**config.mk**
```make
export PLATFORM = sky130hd
export DESIGN_NAME = acd_top
export DESIGN_NICKNAME = d
export VERILOG_FILES = /design/src/hdl/acd_pkg.sv /design/src/hdl/acd_sync3.sv /design/src/hdl/acd_top.sv
export VERILOG_INCLUDE_DIRS = /design/src /design/src/hdl
export SDC_FILE = /design/constraint.sdc
export NUM_CORES = 1
export LEC_CHECK = 0
export BUFFER_PORTS_ARGS = -buffer_cell sky130_fd_sc_hd__buf_2
export CORE_ASPECT_RATIO = 0.5
export CORE_MARGIN = 3
export CORE_UTILIZATION = 40
export CTS_BUF_LIST = sky130_fd_sc_hd__clkbuf_2
export DETAILED_ROUTE_END_ITERATION = 7
export GPL_TIMING_DRIVEN = 0
export PLACE_DENSITY_LB_ADDON = 0.2
export RECOVER_POWER = 25
export SYNTH_ARGS = -nofsm -noshare
export SYNTH_HDL_FRONTEND = slang
export SYNTH_SLANG_ARGS = --single-unit
```
**constraint.sdc**
```tcl
create_clock -name clk -period 4.3 [get_ports clk]
set_input_delay 0.86 -clock clk [delete_from_list [all_inputs] [get_ports clk]]
set_output_delay 0.86 -clock clk [all_outputs]
set_load 0.05 [all_outputs]
```
**src/hdl/acd_map.svh**
```systemverilog
// register offsets, field positions and codes of the comparator control block
`ifndef ACD_MAP_SVH
`define ACD_MAP_SVH
`define ACD_AW            12
`define ACD_ADDR_CTRL0    12'h000
`define ACD_ADDR_CTRL1    12'h004
`define ACD_ADDR_FLAG     12'h008
`define ACD_ADDR_SUMMARY  12'h00c
`define ACD_ADDR_PINSEL   12'h010
`define ACD_C0_ON         7
`define ACD_C0_OUT        6
`define ACD_C0_POL        4
`define ACD_C0_HYS        1
`define ACD_C0_SYNC       0
`define ACD_C1_INTP       1
`define ACD_C1_INTN       0
`define ACD_FLAG_BIT      0
`define ACD_SUM_BIT       0
`define ACD_PIN_DIR_BIT   7
`define ACD_PPS_W         5
`define ACD_PPS_CMP       5'h0c
`define ACD_PPS_RST       5'h00
`define ACD_PIN_DIR_RST   1'b1
`endif

```
**src/hdl/acd_pkg.sv**
```systemverilog
// types shared by the comparator control block
package acd_pkg;
    // control lines towards the analog comparator core
    typedef struct packed {
        logic enable;
        logic hys;
    } acd_core_ctl_s;

    // whole state of the control block
    typedef struct packed {
        logic                 on;
        logic                 pol;
        logic                 hys;
        logic                 sync;
        logic                 intp;
        logic                 intn;
        logic                 flag;
        logic                 out;
        logic                 out_prev;
        logic                 cmp_f;
        logic                 tclk_f;
        logic                 gate;
        logic                 pin;
        logic                 pin_oe;
        logic                 pin_dir;
        logic [4:0]           pps;
        logic [31:0]          prdata;
        logic                 pready;
        logic                 pslverr;
    } acd_state_s;
endpackage : acd_pkg

```
**src/hdl/acd_sync3.sv**
```systemverilog
// three-stage synchroniser exposing its second and third stages
`timescale 1ns/1ps
module acd_sync3 #(
    parameter int W = 1
) (
    input  wire logic         clk,
    input  wire logic         sys_rst,
    input  wire logic [W-1:0] d,
    output logic      [W-1:0] q_mid,
    output logic      [W-1:0] q_last
);
    typedef struct packed {
        logic [W-1:0] s1;
        logic [W-1:0] mid;
        logic [W-1:0] last;
    } acd_sync_s;

    acd_sync_s st_reg;
    acd_sync_s st_next;

    // first stage feeds only the second; no logic between stages
    always_comb begin
        st_next      = st_reg;
        st_next.s1   = d;
        st_next.mid  = st_reg.s1;
        st_next.last = st_reg.mid;
    end

    // one state register for all three stages
    always_ff @(posedge clk) begin
        if (sys_rst) begin
            st_reg <= '0;
        end else begin
            st_reg <= st_next;
        end
    end

    // stages two and three leave as plain register copies
    assign q_mid  = st_reg.mid;
    assign q_last = st_reg.last;
endmodule : acd_sync3

```
**src/hdl/acd_top.sv**
```systemverilog
// comparator digital control: apb registers, polarity, edge flag, timer gate, pin
//
// Our own choices: the placing of the registers and the APB register port.
`timescale 1ns/1ps
`include "acd_map.svh"

// How it works
// raw compare is high when noninverting input exceeds inverting input
// enable bit powers the comparator; cleared it is off and output equals the polarity bit
// result readable in control register and in the summary register
// pin carries the result when its source select picks the comparator
// software clears the pin direction bit to make the pin an output
// output latched each clock; outside outputs follow unless synchronised
// polarity bit set inverts the output; clear passes it through
// output bit equals raw compare xor polarity bit
// hysteresis bit switches the core hysteresis on
// result drives the timer gate source output
// software should enable synchronisation when gating the timer
// in sync mode gate and pin update on timer clock falling edge
// enabled rising or falling output edge sets the irq flag
// software clears the flag by writing one; a new edge wins
// edges found by comparing latched output to its previous value
module acd_top (
    input  wire logic                 clk,
    input  wire logic                 sys_rst,
    input  wire logic                 psel,
    input  wire logic                 penable,
    input  wire logic                 pwrite,
    input  wire logic [`ACD_AW-1:0]   paddr,
    input  wire logic [31:0]          pwdata,
    output logic      [31:0]          prdata,
    output logic                      pready,
    output logic                      pslverr,
    input  wire logic                 cmp_raw,
    input  wire logic                 timer_clk_src,
    output acd_pkg::acd_core_ctl_s    core_ctl,
    output logic                      timer_gate,
    output logic                      pin_out,
    output logic                      pin_oe,
    output logic                      comparator_irq_flag
);
    acd_pkg::acd_state_s r_reg;
    acd_pkg::acd_state_s r_next;
    logic [1:0]          s_mid;
    logic [1:0]          s_last;
    logic                cmp_agree;
    logic                tclk_agree;
    logic                tfall;
    logic                ext_val;
    logic                rise_ev;
    logic                fall_ev;
    logic                acc_first;
    logic                wr_take;
    logic                flag_clr;
    logic [31:0]         rd;
    logic                mapped;

    // both pins are asynchronous to clk, so each passes three stages
    acd_sync3 #(
        .W (2)
    ) u_sync (
        .clk     (clk),
        .sys_rst (sys_rst),
        .d       ({timer_clk_src, cmp_raw}),
        .q_mid   (s_mid),
        .q_last  (s_last)
    );

    // a change counts only once stages two and three agree
    assign cmp_agree  = (s_mid[0] == s_last[0]);
    assign tclk_agree = (s_mid[1] == s_last[1]);
    // falling edge of the (post-prescaler) timer source clock
    assign tfall      = r_reg.tclk_f & tclk_agree & ~s_last[1];

    // disabled core reads low, enabled core gives raw compare
    // polarity applied by xor
    assign ext_val = (r_reg.on & r_reg.cmp_f) ^ r_reg.pol;

    // edge seen between latched value and its previous copy
    assign rise_ev = r_reg.out & ~r_reg.out_prev;
    assign fall_ev = ~r_reg.out & r_reg.out_prev;

    // apb: answer one cycle into the access phase, act when pready is seen
    assign acc_first = psel & penable & ~r_reg.pready;
    assign wr_take   = psel & penable & r_reg.pready & pwrite;
    assign flag_clr  = wr_take & (paddr == `ACD_ADDR_FLAG) & pwdata[`ACD_FLAG_BIT];

    // read mux; unimplemented bits read zero
    always_comb begin
        rd     = 32'h0;
        mapped = 1'b1;
        case (paddr)
            `ACD_ADDR_CTRL0: begin
                rd[`ACD_C0_ON]   = r_reg.on;
                // output bit in the control register
                rd[`ACD_C0_OUT]  = r_reg.out;
                rd[`ACD_C0_POL]  = r_reg.pol;
                rd[`ACD_C0_HYS]  = r_reg.hys;
                rd[`ACD_C0_SYNC] = r_reg.sync;
            end
            `ACD_ADDR_CTRL1: begin
                rd[`ACD_C1_INTP] = r_reg.intp;
                rd[`ACD_C1_INTN] = r_reg.intn;
            end
            `ACD_ADDR_FLAG: begin
                rd[`ACD_FLAG_BIT] = r_reg.flag;
            end
            `ACD_ADDR_SUMMARY: begin
                // shared mirror of the same latched output
                rd[`ACD_SUM_BIT] = r_reg.out;
            end
            `ACD_ADDR_PINSEL: begin
                rd[`ACD_PPS_W-1:0]    = r_reg.pps;
                rd[`ACD_PIN_DIR_BIT]  = r_reg.pin_dir;
            end
            default: begin
                mapped = 1'b0;
            end
        endcase
    end

    // next-state logic for the whole block
    always_comb begin
        r_next         = r_reg;
        r_next.pready  = acc_first;
        r_next.pslverr = acc_first & ~mapped;
        if (acc_first) begin
            r_next.prdata = rd;
        end
        // register writes land at the edge that sees pready
        if (wr_take) begin
            case (paddr)
                `ACD_ADDR_CTRL0: begin
                    // enable bit
                    r_next.on   = pwdata[`ACD_C0_ON];
                    // polarity bit
                    r_next.pol  = pwdata[`ACD_C0_POL];
                    // hysteresis bit
                    r_next.hys  = pwdata[`ACD_C0_HYS];
                    r_next.sync = pwdata[`ACD_C0_SYNC];
                end
                `ACD_ADDR_CTRL1: begin
                    r_next.intp = pwdata[`ACD_C1_INTP];
                    r_next.intn = pwdata[`ACD_C1_INTN];
                end
                `ACD_ADDR_PINSEL: begin
                    r_next.pps     = pwdata[`ACD_PPS_W-1:0];
                    r_next.pin_dir = pwdata[`ACD_PIN_DIR_BIT];
                end
                default: begin
                    r_next.pps = r_reg.pps;
                end
            endcase
        end
        // filtered copies of the pins
        r_next.cmp_f  = cmp_agree ? s_last[0] : r_reg.cmp_f;
        r_next.tclk_f = tclk_agree ? s_last[1] : r_reg.tclk_f;
        // internal output latched every cycle
        r_next.out      = ext_val;
        r_next.out_prev = r_reg.out;
        // clear first, so a same-cycle edge leaves the flag set
        if (flag_clr) begin
            r_next.flag = 1'b0;
        end
        // enabled edges set the flag
        if ((rise_ev & r_reg.intp) | (fall_ev & r_reg.intn)) begin
            r_next.flag = 1'b1;
        end
        // sync mode holds the gate until a timer clock falling edge
        // gate source follows the result otherwise
        if (!r_reg.sync || tfall) begin
            r_next.gate = ext_val;
        end
        // pin follows the gate value only when routed to it
        // driver stays off while the direction bit reads input
        r_next.pin    = (r_reg.pps == `ACD_PPS_CMP) & r_next.gate;
        r_next.pin_oe = (r_reg.pps == `ACD_PPS_CMP) & ~r_reg.pin_dir;
    end

    // single state register; every output comes from it
    always_ff @(posedge clk) begin
        if (sys_rst) begin
            r_reg         <= '0;
            r_reg.pps     <= `ACD_PPS_RST;
            r_reg.pin_dir <= `ACD_PIN_DIR_RST;
        end else begin
            r_reg <= r_next;
        end
    end

    // core enable and hysteresis straight from register bits
    assign core_ctl            = '{enable: r_reg.on, hys: r_reg.hys};
    assign prdata              = r_reg.prdata;
    assign pready              = r_reg.pready;
    assign pslverr             = r_reg.pslverr;
    assign timer_gate          = r_reg.gate;
    assign pin_out             = r_reg.pin;
    assign pin_oe              = r_reg.pin_oe;
    assign comparator_irq_flag = r_reg.flag;
endmodule : acd_top

```
Word level (Yosys, flattened, before mapping) --
Cells that the tools add are included.
Storage, ports and cells: input bits 51, flip-flop bits (word level) 35, logic and storage cells 71, output and inout port bits 40
Cells by class: multiplexer cells 10, reduce and logical (&&, ||, !) cells 8, equality and inequality tests 7, bitwise operators 24
Operators with widths (number):
- $eq 12x4->1 const B | 2
- $and 1x1->1 | 16
- $eq 12x3->1 const B | 1
- $eq 12x5->1 const B | 1
- $logic_not 12->1 | 1
- $not 1->1 | 6
- $reduce_and 2->1 | 3
- $eq 5x4->1 const B | 1
- $mux 1 | 5
- $pmux 1 s5 | 1
- $reduce_or 5->1 | 1
- $pmux 1 s2 | 2
- $pmux 1 s3 | 1
- $eq 1x1->1 | 2
- $mux 2 | 1
- $reduce_bool 2->1 | 1
- $logic_not 1->1 | 1
- $logic_or 1x1->1 | 1
- $or 1x1->1 | 1
- $xor 1x1->1 | 1

Logic depth before layout (Yosys ltp) --
Gate-level depths: netlist (run 1).
word-level depth 7, mapped depth 6, gate-level depth less buffers 4

By module --
Synthesis (run 1) repeated with hierarchy kept, for this count alone.
Second synthesis, totals: cells, all modules 200, area, all modules 1754.2 um^2
By module, submodules not included:
- acd_top | area an instance 1581.5 um^2, times used 1, sequential area each 580.6 um^2, cells each 186
- acd_sync3 | area an instance 172.7 um^2, times used 1, sequential area each 120.1 um^2, cells each 14

Worst setup path after synthesis (run 1) --
OpenSTA, ideal clock, no wires.
path type input port to flip-flop, start in paddr[2], end reg r_reg (netlist bit prdata[2]), path slack 2.240 ns, data required time 4.229 ns, cell stages on the path 5, data arrival time 1.989 ns, cell sequence buf_4 > or4_4 > nor4_4 > nand3_1 > a21oi_1
On the way: cells in the longest elaborated chain, start to end 2
Ends and longest elaborated chain:
- start: declaration | line acd_top.sv:29 | input wire logic [`ACD_AW-1:0] paddr,
- $eq 12x5->1 | line acd_top.sv:92 | case (paddr)
- $mux 2 | line acd_top.sv:92
- end signal: assignment | line acd_top.sv:187 | r_reg <= r_next;
- end: declaration | line acd_top.sv:42 | acd_pkg::acd_state_s r_reg;
No other way between the ends. A chain may end at the register's enable or synchronous reset.

Final worst setup path (run 1) --
start reg r_reg (netlist bit core_ctl[1]), end out core_ctl[1] in the netlist's numbering
RTL lines:
- end: declaration | line acd_top.sv:36 | output acd_pkg::acd_core_ctl_s core_ctl,
No word-level cell between the ends.

==> impl_metrics.xml, run 1 <==
<?xml version="1.0" encoding="UTF-8"?>
<metrics>
  <group name="outcome">
    <metric name="status" unit="">finished, final reports clean</metric>
  </group>
  <group name="sta">
    <metric name="timing.final.setup_violations" unit="">0</metric>
    <metric name="worst_margin_slew" unit="ps">627</metric>
    <metric name="rsz_0062_raised_after_global_routing" unit="">false</metric>
    <metric name="fin_worst_skew" unit="ps">11.7</metric>
    <metric name="post-route-period-util" unit="%">48.1</metric>
    <metric name="maxClockFrequency" unit="GHz">0.484</metric>
    <metric name="hold-worst-slack" unit="ps">456</metric>
    <metric name="period_needed" unit="ps">2070</metric>
    <metric name="hold_violations" unit="">0</metric>
    <metric name="final_max_slew_viol_count" unit="">0</metric>
    <metric name="timing.max_slew.rel_slack" unit="%">57.8</metric>
    <metric name="totalNegativeSetupSlack" unit="ps">0</metric>
  </group>
  <group name="cells_and_area">
    <metric name="final_cells" unit="">320</metric>
    <metric name="area.sequential" unit="sq um">701</metric>
    <metric name="layout_cells_sized_above_1" unit="%">33.1</metric>
    <metric name="fin_util" unit="%">52.4</metric>
    <metric name="multi_input_comb_area" unit="sq um">835</metric>
    <metric name="n_antenna_cell" unit="">0</metric>
    <metric name="largest_reg_flops" unit="">13</metric>
    <metric name="fill_cells" unit="">398</metric>
    <metric name="design.final.nets" unit="">316</metric>
    <metric name="synth_to_final_area_change" unit="%">21.4</metric>
  </group>
  <group name="logic_synthesis">
    <metric name="synth_area_per_cell" unit="sq um">8.81</metric>
    <metric name="post_synth_num_cell_types" unit="">38</metric>
    <metric name="synth-seq-cells" unit="">35</metric>
    <metric name="yosys.area_share.xor_xnor" unit="%">0.502</metric>
    <metric name="synthesis.instances" unit="">198</metric>
    <metric name="share_of_synthesized_cell_area_in_and_or_nand_and_nor_gates" unit="%">24.6</metric>
    <metric name="mux_share_of_post_synthesis_cell_area" unit="%">7.10</metric>
    <metric name="synth.cell_area" unit="sq mm">0.00174</metric>
    <metric name="synth-compound-area-share" unit="%">10.5</metric>
    <metric name="yosys.area_share.adder" unit="%">0</metric>
    <metric name="combinational_family_with_the_most_area_after_synthesis" unit="">simple AND/OR/NAND/NOR gates</metric>
    <metric name="yosysSeqAreaShare" unit="%">40.2</metric>
    <metric name="yosys_warnings" unit="">0</metric>
  </group>
  <group name="clock_network">
    <metric name="postCtsSetupBuffers" unit="">0</metric>
    <metric name="clock_path_buffers" unit="">2</metric>
    <metric name="cts_made_buffers" unit="">5</metric>
    <metric name="sinks_on_the_clock_net" unit="">35</metric>
    <metric name="insertion_delay" unit="ps">380</metric>
    <metric name="htreeDepth" unit="">2</metric>
    <metric name="cts_tree" unit="">done</metric>
    <metric name="cts_hold_buf" unit="">0</metric>
    <metric name="clock_tree.root_cell" unit="">sky130_fd_sc_hd__clkbuf_2</metric>
    <metric name="clkSlewWorstSetupHoldPaths" unit="ps">180</metric>
    <metric name="postCtsResizedCells" unit="">0</metric>
  </group>
  <group name="detailed_routing">
    <metric name="via_per_inst" unit="">4.72</metric>
    <metric name="routed_wirelength" unit="um">3890</metric>
    <metric name="first_pass_iters" unit="">4</metric>
    <metric name="vias_post_dr" unit="">1509</metric>
    <metric name="drc" unit="">0</metric>
    <metric name="detailedRoute.firstIterationViolations" unit="">55</metric>
    <metric name="wire_per_inst" unit="um">12.2</metric>
    <metric name="drtAntennaViolNets" unit="">0</metric>
  </group>
  <group name="global_route">
    <metric name="grt_first_pass_wirelength" unit="um">6210</metric>
    <metric name="grt_pass1_vias" unit="">1351</metric>
    <metric name="globalRouteTotalUtil" unit="%">15.3</metric>
    <metric name="antenna_found_initial" unit="">0</metric>
    <metric name="globalRouteOverflowTotal" unit="">0</metric>
    <metric name="largest_net_degree_at_the_start_of_global_routing" unit="">11</metric>
  </group>
  <group name="critical_path">
    <metric name="worst-endpoint-required" unit="ps">3440</metric>
    <metric name="timing.critical_path.from_type" unit="">register</metric>
    <metric name="critPathMaxFanout" unit="">4</metric>
    <metric name="cp-end-kind" unit="">output port</metric>
    <metric name="timing.setup.critical_path_class" unit="">register to output port</metric>
    <metric name="critical_path_arrival" unit="ps">1210</metric>
  </group>
  <group name="floorplan">
    <metric name="placement_rows" unit="">16</metric>
    <metric name="die-area" unit="sq mm">0.00524</metric>
    <metric name="design.core.area" unit="sq mm">0.00404</metric>
    <metric name="die_h" unit="um">52.7</metric>
    <metric name="initial_util" unit="%">43.1</metric>
    <metric name="die-width" unit="um">99.4</metric>
    <metric name="io_pins" unit="">91</metric>
  </group>
  <group name="worst_hold_path">
    <metric name="worst_hold_path_type" unit="">register to register</metric>
  </group>
  <group name="pwr">
    <metric name="leakagePower" unit="nW">0.983</metric>
    <metric name="vdd_drop_max" unit="uV">128</metric>
    <metric name="total_power" unit="uW">592</metric>
    <metric name="power-per-cell-area" unit="mW/mm^2">279</metric>
  </group>
  <group name="placement">
    <metric name="dp_hpwl" unit="um">2950</metric>
    <metric name="port_buffer_cells" unit="">36</metric>
    <metric name="dp_cells" unit="">312</metric>
    <metric name="globalplace.congestion" unit="">0.851</metric>
  </group>
  <group name="flow_run">
    <metric name="maxCapViolations" unit="">0</metric>
  </group>
</metrics>
cell type report:
type / instances / area share [%]
plain buffers: 42 / 13.8
clock buffers: 7 / 1.65
clock inverters: 1 / 0.236
inverters: 1 / 0.177
multi-input cells: 144 / 39.4
flip-flops and latches: 35 / 33.1
well taps: 54 / 3.19
repair buffers: 36 / 8.51
final timing paths:
path,startpoint,end,slack [ps],cells past startpoint
max,core_ctl[1],core_ctl[1],2230,2
min,u_sync.st_next[2],u_sync.q_mid[0],460,1
max reg2reg,pready,prdata[3],2620,4
min reg2reg,u_sync.st_next[2],u_sync.q_mid[0],460,1
cells in the mapped netlist:
cell	count	area [sq um]
sky130_fd_sc_hd__mux2i_1	9	90.1
sky130_fd_sc_hd__nor2_2	1	6.26
sky130_fd_sc_hd__a32oi_1	2	17.5
sky130_fd_sc_hd__o21ai_1	1	5.00
sky130_fd_sc_hd__nand3b_1	5	37.5
sky130_fd_sc_hd__o41ai_1	1	8.76
sky130_fd_sc_hd__nor2b_1	8	50.1
sky130_fd_sc_hd__nand2_1	22	82.6
sky130_fd_sc_hd__nand3_1	4	20.0
sky130_fd_sc_hd__or3b_1	1	8.76
sky130_fd_sc_hd__and3b_1	1	8.76
sky130_fd_sc_hd__or3_1	1	6.26
sky130_fd_sc_hd__nand4_1	8	50.1
sky130_fd_sc_hd__dfxtp_1	35	701
sky130_fd_sc_hd__clkbuf_1	5	18.8
sky130_fd_sc_hd__a211oi_1	2	15.0
sky130_fd_sc_hd__nor2_1	11	41.3
sky130_fd_sc_hd__buf_2	2	10.0
sky130_fd_sc_hd__nor4_4	1	21.3
sky130_fd_sc_hd__and4_1	1	8.76
sky130_fd_sc_hd__a22oi_1	3	22.5
sky130_fd_sc_hd__a21oi_1	10	50.1
sky130_fd_sc_hd__buf_4	35	263
sky130_fd_sc_hd__nand2b_1	1	6.26
sky130_fd_sc_hd__nand3b_2	1	11.3
sky130_fd_sc_hd__o21ai_0	8	40.0
sky130_fd_sc_hd__o31ai_1	1	7.51
sky130_fd_sc_hd__inv_1	1	3.75
sky130_fd_sc_hd__a21boi_0	1	7.51
sky130_fd_sc_hd__nor3_1	2	10.0
sky130_fd_sc_hd__and2_1	3	18.8
sky130_fd_sc_hd__or4_4	2	22.5
sky130_fd_sc_hd__xor2_1	1	8.76
sky130_fd_sc_hd__mux2_2	3	33.8
sky130_fd_sc_hd__o311ai_0	1	8.76
sky130_fd_sc_hd__and3_1	1	6.26
sky130_fd_sc_hd__nor4_1	2	12.5
sky130_fd_sc_hd__conb_1	1	3.75
worst max-delay path, cell delays in order (launching register included):
cell                      delay (ps)
sky130_fd_sc_hd__dfxtp_1         440
sky130_fd_sc_hd__buf_4           130
sky130_fd_sc_hd__buf_2           250
power breakdown:
part | internal [mW] | leakage (nW) | switching (mW)
combinational | 0.0312 | 0.667 | 0.0773
sequential | 0.328 | 0.283 | 0.00112
clock | 0.0444 | 0.0330 | 0.110
total | 0.403 | 0.983 | 0.188
cells in the final DEF (no fill, tap or decap), drive strengths merged, types with 3 or more instances in the layout:
cell type / count
buf: 73
dfxtp: 35
conb: 25
nand2: 22
nor2: 12
clkbuf: 12
a21oi: 10
mux2i: 9
o21ai: 9
nand4: 8
nor2b: 8
nand3b: 6
nand3: 4
mux2: 3
a22oi: 3
nor4: 3
and2: 3
routing by layer:
metal  wire, um  vias up  track usage, %
li1           -      765               -
met1       1780      674            18.5
met2       1690       66            25.0
met3        393        4            5.58
met4         34        0            6.12
met5          0        -               0
through the flow:
step | area, sq um | setup slack, ps
floorplan | 1830 | 2240
global placement | 2080 | 1930
detailed placement | 2080 | 1920
CTS | 2120 | 2230
global route | 2120 | 2100
finish | 2120 | 2230
cells by family after synthesis:
logic type	after synthesis
flip-flops	35
AND/OR/NAND/NOR	76
buffers and inverters	43
XOR/XNOR	1
multiplexers	12
AO/OA/AOI/OAI	30
other	1
Note: power is estimated with default switching activity, not from simulation.
==> run 2: changes to the inputs <==
==> constraint.sdc (replaced) <==
create_clock -name clk -period 1.95 [get_ports clk]
set_input_delay 0.39 -clock clk [delete_from_list [all_inputs] [get_ports clk]]
set_output_delay 0.39 -clock clk [all_outputs]
set_load 0.05 [all_outputs]
==> run 2 against run 1 <==
Setup slack lost 2000 ps. Non-clock buffer count is the same. Die area is the same.
==> impl_metrics.xml, run 2 (same netlist as run 1, synthesis figures left out) <==
<?xml version="1.0" encoding="UTF-8"?>
<metrics>
  <group name="global_route">
    <metric name="globalRouteTotalUtil" unit="%">15.3</metric>
    <metric name="largest_net_degree_at_the_start_of_global_routing" unit="">11</metric>
    <metric name="antenna_found_initial" unit="">0</metric>
    <metric name="grt_first_pass_wirelength" unit="um">6210</metric>
    <metric name="globalRouteOverflowTotal" unit="">0</metric>
    <metric name="grt_pass1_vias" unit="">1351</metric>
  </group>
  <group name="worst_hold_path">
    <metric name="worst_hold_path_type" unit="">primary input to register</metric>
  </group>
  <group name="placement">
    <metric name="globalplace.congestion" unit="">0.851</metric>
    <metric name="dp_cells" unit="">312</metric>
    <metric name="dp_hpwl" unit="um">2950</metric>
    <metric name="port_buffer_cells" unit="">36</metric>
  </group>
  <group name="sta">
    <metric name="hold_violations" unit="">0</metric>
    <metric name="timing.max_slew.rel_slack" unit="%">57.8</metric>
    <metric name="totalNegativeSetupSlack" unit="ps">0</metric>
    <metric name="maxClockFrequency" unit="GHz">0.595</metric>
    <metric name="worst_margin_slew" unit="ps">627</metric>
    <metric name="timing.final.setup_violations" unit="">0</metric>
    <metric name="post-route-period-util" unit="%">86.2</metric>
    <metric name="fin_worst_skew" unit="ps">14.6</metric>
    <metric name="period_needed" unit="ps">1680</metric>
    <metric name="final_max_slew_viol_count" unit="">0</metric>
    <metric name="rsz_0062_raised_after_global_routing" unit="">false</metric>
  </group>
  <group name="clock_network">
    <metric name="insertion_delay" unit="ps">380</metric>
    <metric name="postCtsSetupBuffers" unit="">0</metric>
    <metric name="cts_tree" unit="">done</metric>
    <metric name="postCtsResizedCells" unit="">0</metric>
    <metric name="cts_hold_buf" unit="">0</metric>
    <metric name="clock_tree.root_cell" unit="">sky130_fd_sc_hd__clkbuf_2</metric>
    <metric name="sinks_on_the_clock_net" unit="">35</metric>
    <metric name="clkSlewWorstSetupHoldPaths" unit="ps">180</metric>
    <metric name="htreeDepth" unit="">2</metric>
    <metric name="clock_path_buffers" unit="">2</metric>
    <metric name="cts_made_buffers" unit="">5</metric>
  </group>
  <group name="floorplan">
    <metric name="die_h" unit="um">52.7</metric>
    <metric name="io_pins" unit="">91</metric>
    <metric name="initial_util" unit="%">43.1</metric>
    <metric name="design.core.area" unit="sq mm">0.00404</metric>
    <metric name="die-width" unit="um">99.4</metric>
    <metric name="placement_rows" unit="">16</metric>
    <metric name="die-area" unit="sq mm">0.00524</metric>
  </group>
  <group name="detailed_routing">
    <metric name="via_per_inst" unit="">4.71</metric>
    <metric name="vias_post_dr" unit="">1508</metric>
    <metric name="drc" unit="">0</metric>
    <metric name="detailedRoute.firstIterationViolations" unit="">55</metric>
    <metric name="wire_per_inst" unit="um">12.1</metric>
    <metric name="first_pass_iters" unit="">4</metric>
    <metric name="routed_wirelength" unit="um">3890</metric>
    <metric name="drtAntennaViolNets" unit="">0</metric>
  </group>
  <group name="critical_path">
    <metric name="crit_slowest_cell" unit="">sky130_fd_sc_hd__nor4_4</metric>
    <metric name="critPathMaxFanout" unit="">10</metric>
    <metric name="critical_path_arrival" unit="ps">2020</metric>
    <metric name="timing.setup.critical_path_class" unit="">register to register</metric>
    <metric name="cp-end-kind" unit="">register</metric>
    <metric name="worst-endpoint-required" unit="ps">2290</metric>
    <metric name="timing.critical_path.from_type" unit="">register</metric>
    <metric name="critPathTopFamily" unit="">simple AND/OR/NAND/NOR gates</metric>
    <metric name="chain_of_cells_forming_the_critical_path" unit="">nand3b_1 &gt; nor4_4 &gt; nand3_1 &gt; a21oi_1</metric>
    <metric name="critical-path-max-stage-delay" unit="ps">540</metric>
    <metric name="path_buf_inv" unit="">0</metric>
  </group>
  <group name="cells_and_area">
    <metric name="synth_to_final_area_change" unit="%">21.4</metric>
    <metric name="largest_reg_flops" unit="">13</metric>
    <metric name="fin_util" unit="%">52.4</metric>
    <metric name="layout_common_cells" unit="">sky130_fd_sc_hd__buf_2, sky130_fd_sc_hd__buf_4, sky130_fd_sc_hd__dfxtp_1</metric>
    <metric name="final_cells" unit="">320</metric>
    <metric name="design.final.nets" unit="">316</metric>
    <metric name="most_common_cell_after_layout_fill_and_taps_aside" unit="">sky130_fd_sc_hd__buf_2</metric>
    <metric name="n_antenna_cell" unit="">0</metric>
    <metric name="layout_cells_sized_above_1" unit="%">33.1</metric>
  </group>
  <group name="pwr">
    <metric name="vdd_drop_max" unit="uV">279</metric>
    <metric name="power-per-cell-area" unit="mW/mm^2">615</metric>
    <metric name="leakagePower" unit="nW">0.984</metric>
    <metric name="total_power" unit="mW">1.30</metric>
  </group>
  <group name="outcome">
    <metric name="status" unit="">finished, final reports clean</metric>
  </group>
  <group name="flow_run">
    <metric name="maxCapViolations" unit="">0</metric>
  </group>
</metrics>
[run 2: cell counts in the layout (fill, tap and decap cells not counted)]
No cell type changed its count.
[run 2: routing by layer]
metal	global-route usage, %	up-vias	part of all wire, %
met1	18.5	673	46
li1	-	764	-
met4	6.12	0	0.88
met3	5.58	4	9.7
met2	25.0	67	44
met5	0	-	0
[run 2: final timing paths]
| kind | to | cells past startpoint | slack, ps | from |
|---|---|---|---|---|
| worst min-delay path | u_sync.st_next[2] | 2 | 210 | cmp_raw |
| worst max-delay path | prdata[3] | 4 | 270 | pready |
| worst min register to register | u_sync.q_mid[0] | 1 | 460 | u_sync.st_next[2] |
| worst max register to register | prdata[3] | 4 | 270 | pready |
[run 2: through the flow]
step           hold slack (ps)  setup WS, ps  cell area, sq um
5_1_grt                    199           113              2120
2_1_floorplan              414           360              1830
3_3_place_gp               419          50.7              2080
4_1_cts                    197           347              2120
3_5_place_dp               422          38.4              2080
6_report                   212           269              2120
[run 2: layout make-up]
| class | count | area [sq um] |
|---|---|---|
| buffer | 42 | 292 |
| timing repair buffer | 36 | 180 |
| inverter | 1 | 3.75 |
| fill | 398 | 1930 |
| tap | 54 | 67.6 |
| clock buffer | 7 | 35.0 |
| multi-input combinational | 144 | 835 |
| sequential | 35 | 701 |
| clock inverter | 1 | 5.00 |
[run 2: power breakdown]
group / internal (mW) / total [mW] / switching (mW)
logic: 0.0688 / 0.239 / 0.170
clock network: 0.0979 / 0.339 / 0.241
registers: 0.723 / 0.725 / 0.00246
==> run 3: changes to the inputs <==
--- a/config.mk
+++ b/config.mk
@@ -6,6 +6,7 @@
 export SDC_FILE = /design/constraint.sdc
 export NUM_CORES = 1
 export LEC_CHECK = 0
+export ABC_AREA = 1
 export BUFFER_PORTS_ARGS = -buffer_cell sky130_fd_sc_hd__buf_2
 export CORE_ASPECT_RATIO = 0.5
 export CORE_MARGIN = 3
==> run 3 against run 2 <==
Largest power group unchanged. Non-clock buffer count unchanged. Clock skew is 5.4 ps lower. Sequential power grew 1%. Critical path depth shrank 2. Design area rose by 3.6%. Largest cell class unchanged. Maximum frequency rose by 4.9%. Setup slack better by 78 ps. Synthesized cell count rose by 18%. Cell count rose by 12%. Register-to-register slack gained 530 ps. Via count grew 0.86%. Global-route usage is 0.95 points lower.
==> impl_metrics.xml, run 3 <==
<?xml version="1.0" encoding="UTF-8"?>
<metrics>
  <group name="outcome">
    <metric name="status" unit="">finished, final reports clean</metric>
  </group>
  <group name="sta">
    <metric name="timing.max_slew.rel_slack" unit="%">62.8</metric>
    <metric name="hold_violations" unit="">0</metric>
    <metric name="period_needed" unit="ps">1600</metric>
    <metric name="totalNegativeSetupSlack" unit="ps">0</metric>
    <metric name="worst_margin_slew" unit="ps">558</metric>
    <metric name="post-route-period-util" unit="%">82.2</metric>
    <metric name="timing.final.setup_violations" unit="">0</metric>
    <metric name="rsz_0062_raised_after_global_routing" unit="">false</metric>
    <metric name="fin_worst_skew" unit="ps">9.20</metric>
    <metric name="final_max_slew_viol_count" unit="">0</metric>
    <metric name="maxClockFrequency" unit="GHz">0.624</metric>
  </group>
  <group name="placement">
    <metric name="dp_cells" unit="">349</metric>
    <metric name="dp_hpwl" unit="um">2900</metric>
    <metric name="globalplace.congestion" unit="">0.813</metric>
    <metric name="port_buffer_cells" unit="">38</metric>
  </group>
  <group name="logic_synthesis">
    <metric name="combinational_family_with_the_most_area_after_synthesis" unit="">simple AND/OR/NAND/NOR gates</metric>
    <metric name="synth.cell_area" unit="sq mm">0.00176</metric>
    <metric name="synth_enable_flop_cells" unit="">0</metric>
    <metric name="yosys_warnings" unit="">0</metric>
    <metric name="synth_top_cell_area_share" unit="%">39.8</metric>
    <metric name="yosys.area_share.adder" unit="%">0</metric>
    <metric name="yosys.area_share.xor_xnor" unit="%">0.498</metric>
    <metric name="yosysSeqAreaShare" unit="%">39.8</metric>
    <metric name="share_of_synthesized_cell_area_in_and_or_nand_and_nor_gates" unit="%">24.1</metric>
    <metric name="synth_area_per_cell" unit="sq um">7.55</metric>
    <metric name="synth-seq-cells" unit="">35</metric>
    <metric name="yosysMostFrequentCell" unit="">sky130_fd_sc_hd__dfxtp_1</metric>
    <metric name="synth_top_cells_by_area" unit="">sky130_fd_sc_hd__dfxtp_1, sky130_fd_sc_hd__buf_4, sky130_fd_sc_hd__nand3_1</metric>
    <metric name="synth-compound-area-share" unit="%">11.5</metric>
    <metric name="synthArstFlopShare" unit="%">0</metric>
    <metric name="mux_share_of_post_synthesis_cell_area" unit="%">0</metric>
    <metric name="synth_top_area_cell" unit="">sky130_fd_sc_hd__dfxtp_1</metric>
    <metric name="synth_flop_cell" unit="">sky130_fd_sc_hd__dfxtp_1</metric>
    <metric name="post_synth_num_cell_types" unit="">29</metric>
    <metric name="synthesis.instances" unit="">233</metric>
    <metric name="ys_top_cells_by_count" unit="">sky130_fd_sc_hd__dfxtp_1, sky130_fd_sc_hd__buf_4, sky130_fd_sc_hd__inv_1</metric>
  </group>
  <group name="floorplan">
    <metric name="die_h" unit="um">52.9</metric>
    <metric name="die-width" unit="um">99.8</metric>
    <metric name="design.core.area" unit="sq mm">0.00406</metric>
    <metric name="placement_rows" unit="">16</metric>
    <metric name="die-area" unit="sq mm">0.00528</metric>
    <metric name="initial_util" unit="%">43.3</metric>
    <metric name="io_pins" unit="">91</metric>
  </group>
  <group name="critical_path">
    <metric name="worst_setup_path_startpoint" unit="">core_ctl[1]</metric>
    <metric name="critical_path.reg2reg.startpoint" unit="">pready</metric>
    <metric name="worst-endpoint-required" unit="ps">1560</metric>
    <metric name="critical_path_arrival" unit="ps">1210</metric>
    <metric name="cp-end-kind" unit="">output port</metric>
    <metric name="critPathMaxFanout" unit="">4</metric>
    <metric name="timing.critical_path.from_type" unit="">register</metric>
    <metric name="timing.setup.critical_path_class" unit="">register to output port</metric>
  </group>
  <group name="cells_and_area">
    <metric name="layout_common_cells" unit="">sky130_fd_sc_hd__buf_2, sky130_fd_sc_hd__dfxtp_1, sky130_fd_sc_hd__buf_4</metric>
    <metric name="synth_to_final_area_change" unit="%">24.8</metric>
    <metric name="final_cells" unit="">357</metric>
    <metric name="most_common_cell_after_layout_fill_and_taps_aside" unit="">sky130_fd_sc_hd__buf_2</metric>
    <metric name="largest_reg_flops" unit="">13</metric>
    <metric name="layout_cells_sized_above_1" unit="%">34.0</metric>
    <metric name="design.final.nets" unit="">353</metric>
    <metric name="n_antenna_cell" unit="">0</metric>
  </group>
  <group name="pwr">
    <metric name="vdd_drop_max" unit="uV">331</metric>
    <metric name="leakagePower" unit="nW">1.10</metric>
    <metric name="power-per-cell-area" unit="mW/mm^2">734</metric>
  </group>
  <group name="clock_network">
    <metric name="cts_tree" unit="">done</metric>
    <metric name="cts_made_buffers" unit="">5</metric>
    <metric name="cts_hold_buf" unit="">0</metric>
    <metric name="postCtsResizedCells" unit="">0</metric>
    <metric name="insertion_delay" unit="ps">390</metric>
    <metric name="htreeDepth" unit="">2</metric>
    <metric name="sinks_on_the_clock_net" unit="">35</metric>
    <metric name="clock_path_buffers" unit="">2</metric>
    <metric name="postCtsSetupBuffers" unit="">0</metric>
    <metric name="clkSlewWorstSetupHoldPaths" unit="ps">180</metric>
    <metric name="clock_tree.root_cell" unit="">sky130_fd_sc_hd__clkbuf_2</metric>
  </group>
  <group name="global_route">
    <metric name="grt_pass1_vias" unit="">1319</metric>
    <metric name="grt_first_pass_wirelength" unit="um">5790</metric>
    <metric name="antenna_found_initial" unit="">0</metric>
    <metric name="globalRouteTotalUtil" unit="%">14.3</metric>
    <metric name="largest_net_degree_at_the_start_of_global_routing" unit="">12</metric>
    <metric name="globalRouteOverflowTotal" unit="">0</metric>
  </group>
  <group name="flow_run">
    <metric name="maxCapViolations" unit="">0</metric>
  </group>
  <group name="worst_hold_path">
    <metric name="hold_path_startpoint" unit="">timer_clk_src</metric>
    <metric name="worst_hold_path_type" unit="">primary input to register</metric>
  </group>
  <group name="detailed_routing">
    <metric name="first_pass_iters" unit="">4</metric>
    <metric name="drc" unit="">0</metric>
    <metric name="wire_per_inst" unit="um">10.5</metric>
    <metric name="via_per_inst" unit="">4.26</metric>
    <metric name="routed_wirelength" unit="um">3730</metric>
    <metric name="drtAntennaViolNets" unit="">0</metric>
    <metric name="detailedRoute.firstIterationViolations" unit="">60</metric>
    <metric name="vias_post_dr" unit="">1521</metric>
  </group>
</metrics>
run 3: cell types whose count changed in the layout (fill, tap and decap cells not counted), moves of 8 or more:
cell and change:
sky130_fd_sc_hd__o21ai_1 +12, sky130_fd_sc_hd__nand3_1 +19, sky130_fd_sc_hd__nor2_1 +15, sky130_fd_sc_hd__mux2i_1 -9
sky130_fd_sc_hd__inv_1 +27, sky130_fd_sc_hd__nor2b_1 -8
run 3: routing by layer:
metal | GRT usage, % | vias to the layer above | routed length [um] | share of wire [%]
li1 | - | 817 | - | -
met1 | 17.8 | 649 | 1730 | 46
met2 | 23.3 | 50 | 1640 | 44
met3 | 4.47 | 5 | 326 | 8.7
met4 | 6.12 | 0 | 36 | 0.96
met5 | 0 | - | 0 | 0
run 3: cell type report:
class | instances | area (sq um)
fillers | 423 | 1870
multi-input cells | 149 | 728
flip-flops and latches | 35 | 701
plain buffers | 40 | 294
repair buffers | 38 | 190
inverters | 33 | 124
well taps | 54 | 67.6
clock inverters | 2 | 60.1
clock buffers | 6 | 30.0
run 3: final timing paths:
path,end,slack [ps],depth (start not counted)
worst min-delay path,u_sync.st_next[3],170,3
worst max register to register,r_reg[48],800,5
worst max-delay path,core_ctl[1],350,2
worst min register to register,u_sync.q_mid[0],420,2
run 3: logic make-up (layout without fill, tap and decap cells):
logic type	count (synthesis)	after routing
xor+xnor	1	1
flops	35	35
other cells	1	25
buf+inv	73	119
compound gates	37	37
simple gates	86	86
run 3: worst max-delay path, stage by stage, from the launching register on:
cell	delay [ps]
sky130_fd_sc_hd__dfxtp_1	440
sky130_fd_sc_hd__buf_4	130
sky130_fd_sc_hd__buf_2	240
run 3: through the flow:
stage | setup slack [ps] | hold slack, ps | util, % | total power, mW | instance area (sq um)
finish | 347 | 166 | 54.0 | 1.61 | 2190
global route | 280 | 134 | 54.0 | 1.66 | 2190
CTS | 334 | 151 | 54.1 | 1.62 | 2200
detailed placement | 446 | 397 | 51.8 | 1.02 | 2110
global placement | 478 | 392 | 51.8 | 1.01 | 2110
floorplan | 463 | 388 | - | 0.971 | 1850
run 3: report_power, final:
group          total (mW)  switching (mW)  internal, mW
clock network       0.606           0.254         0.351
logic               0.272           0.193        0.0785
registers           0.733         0.00523         0.728
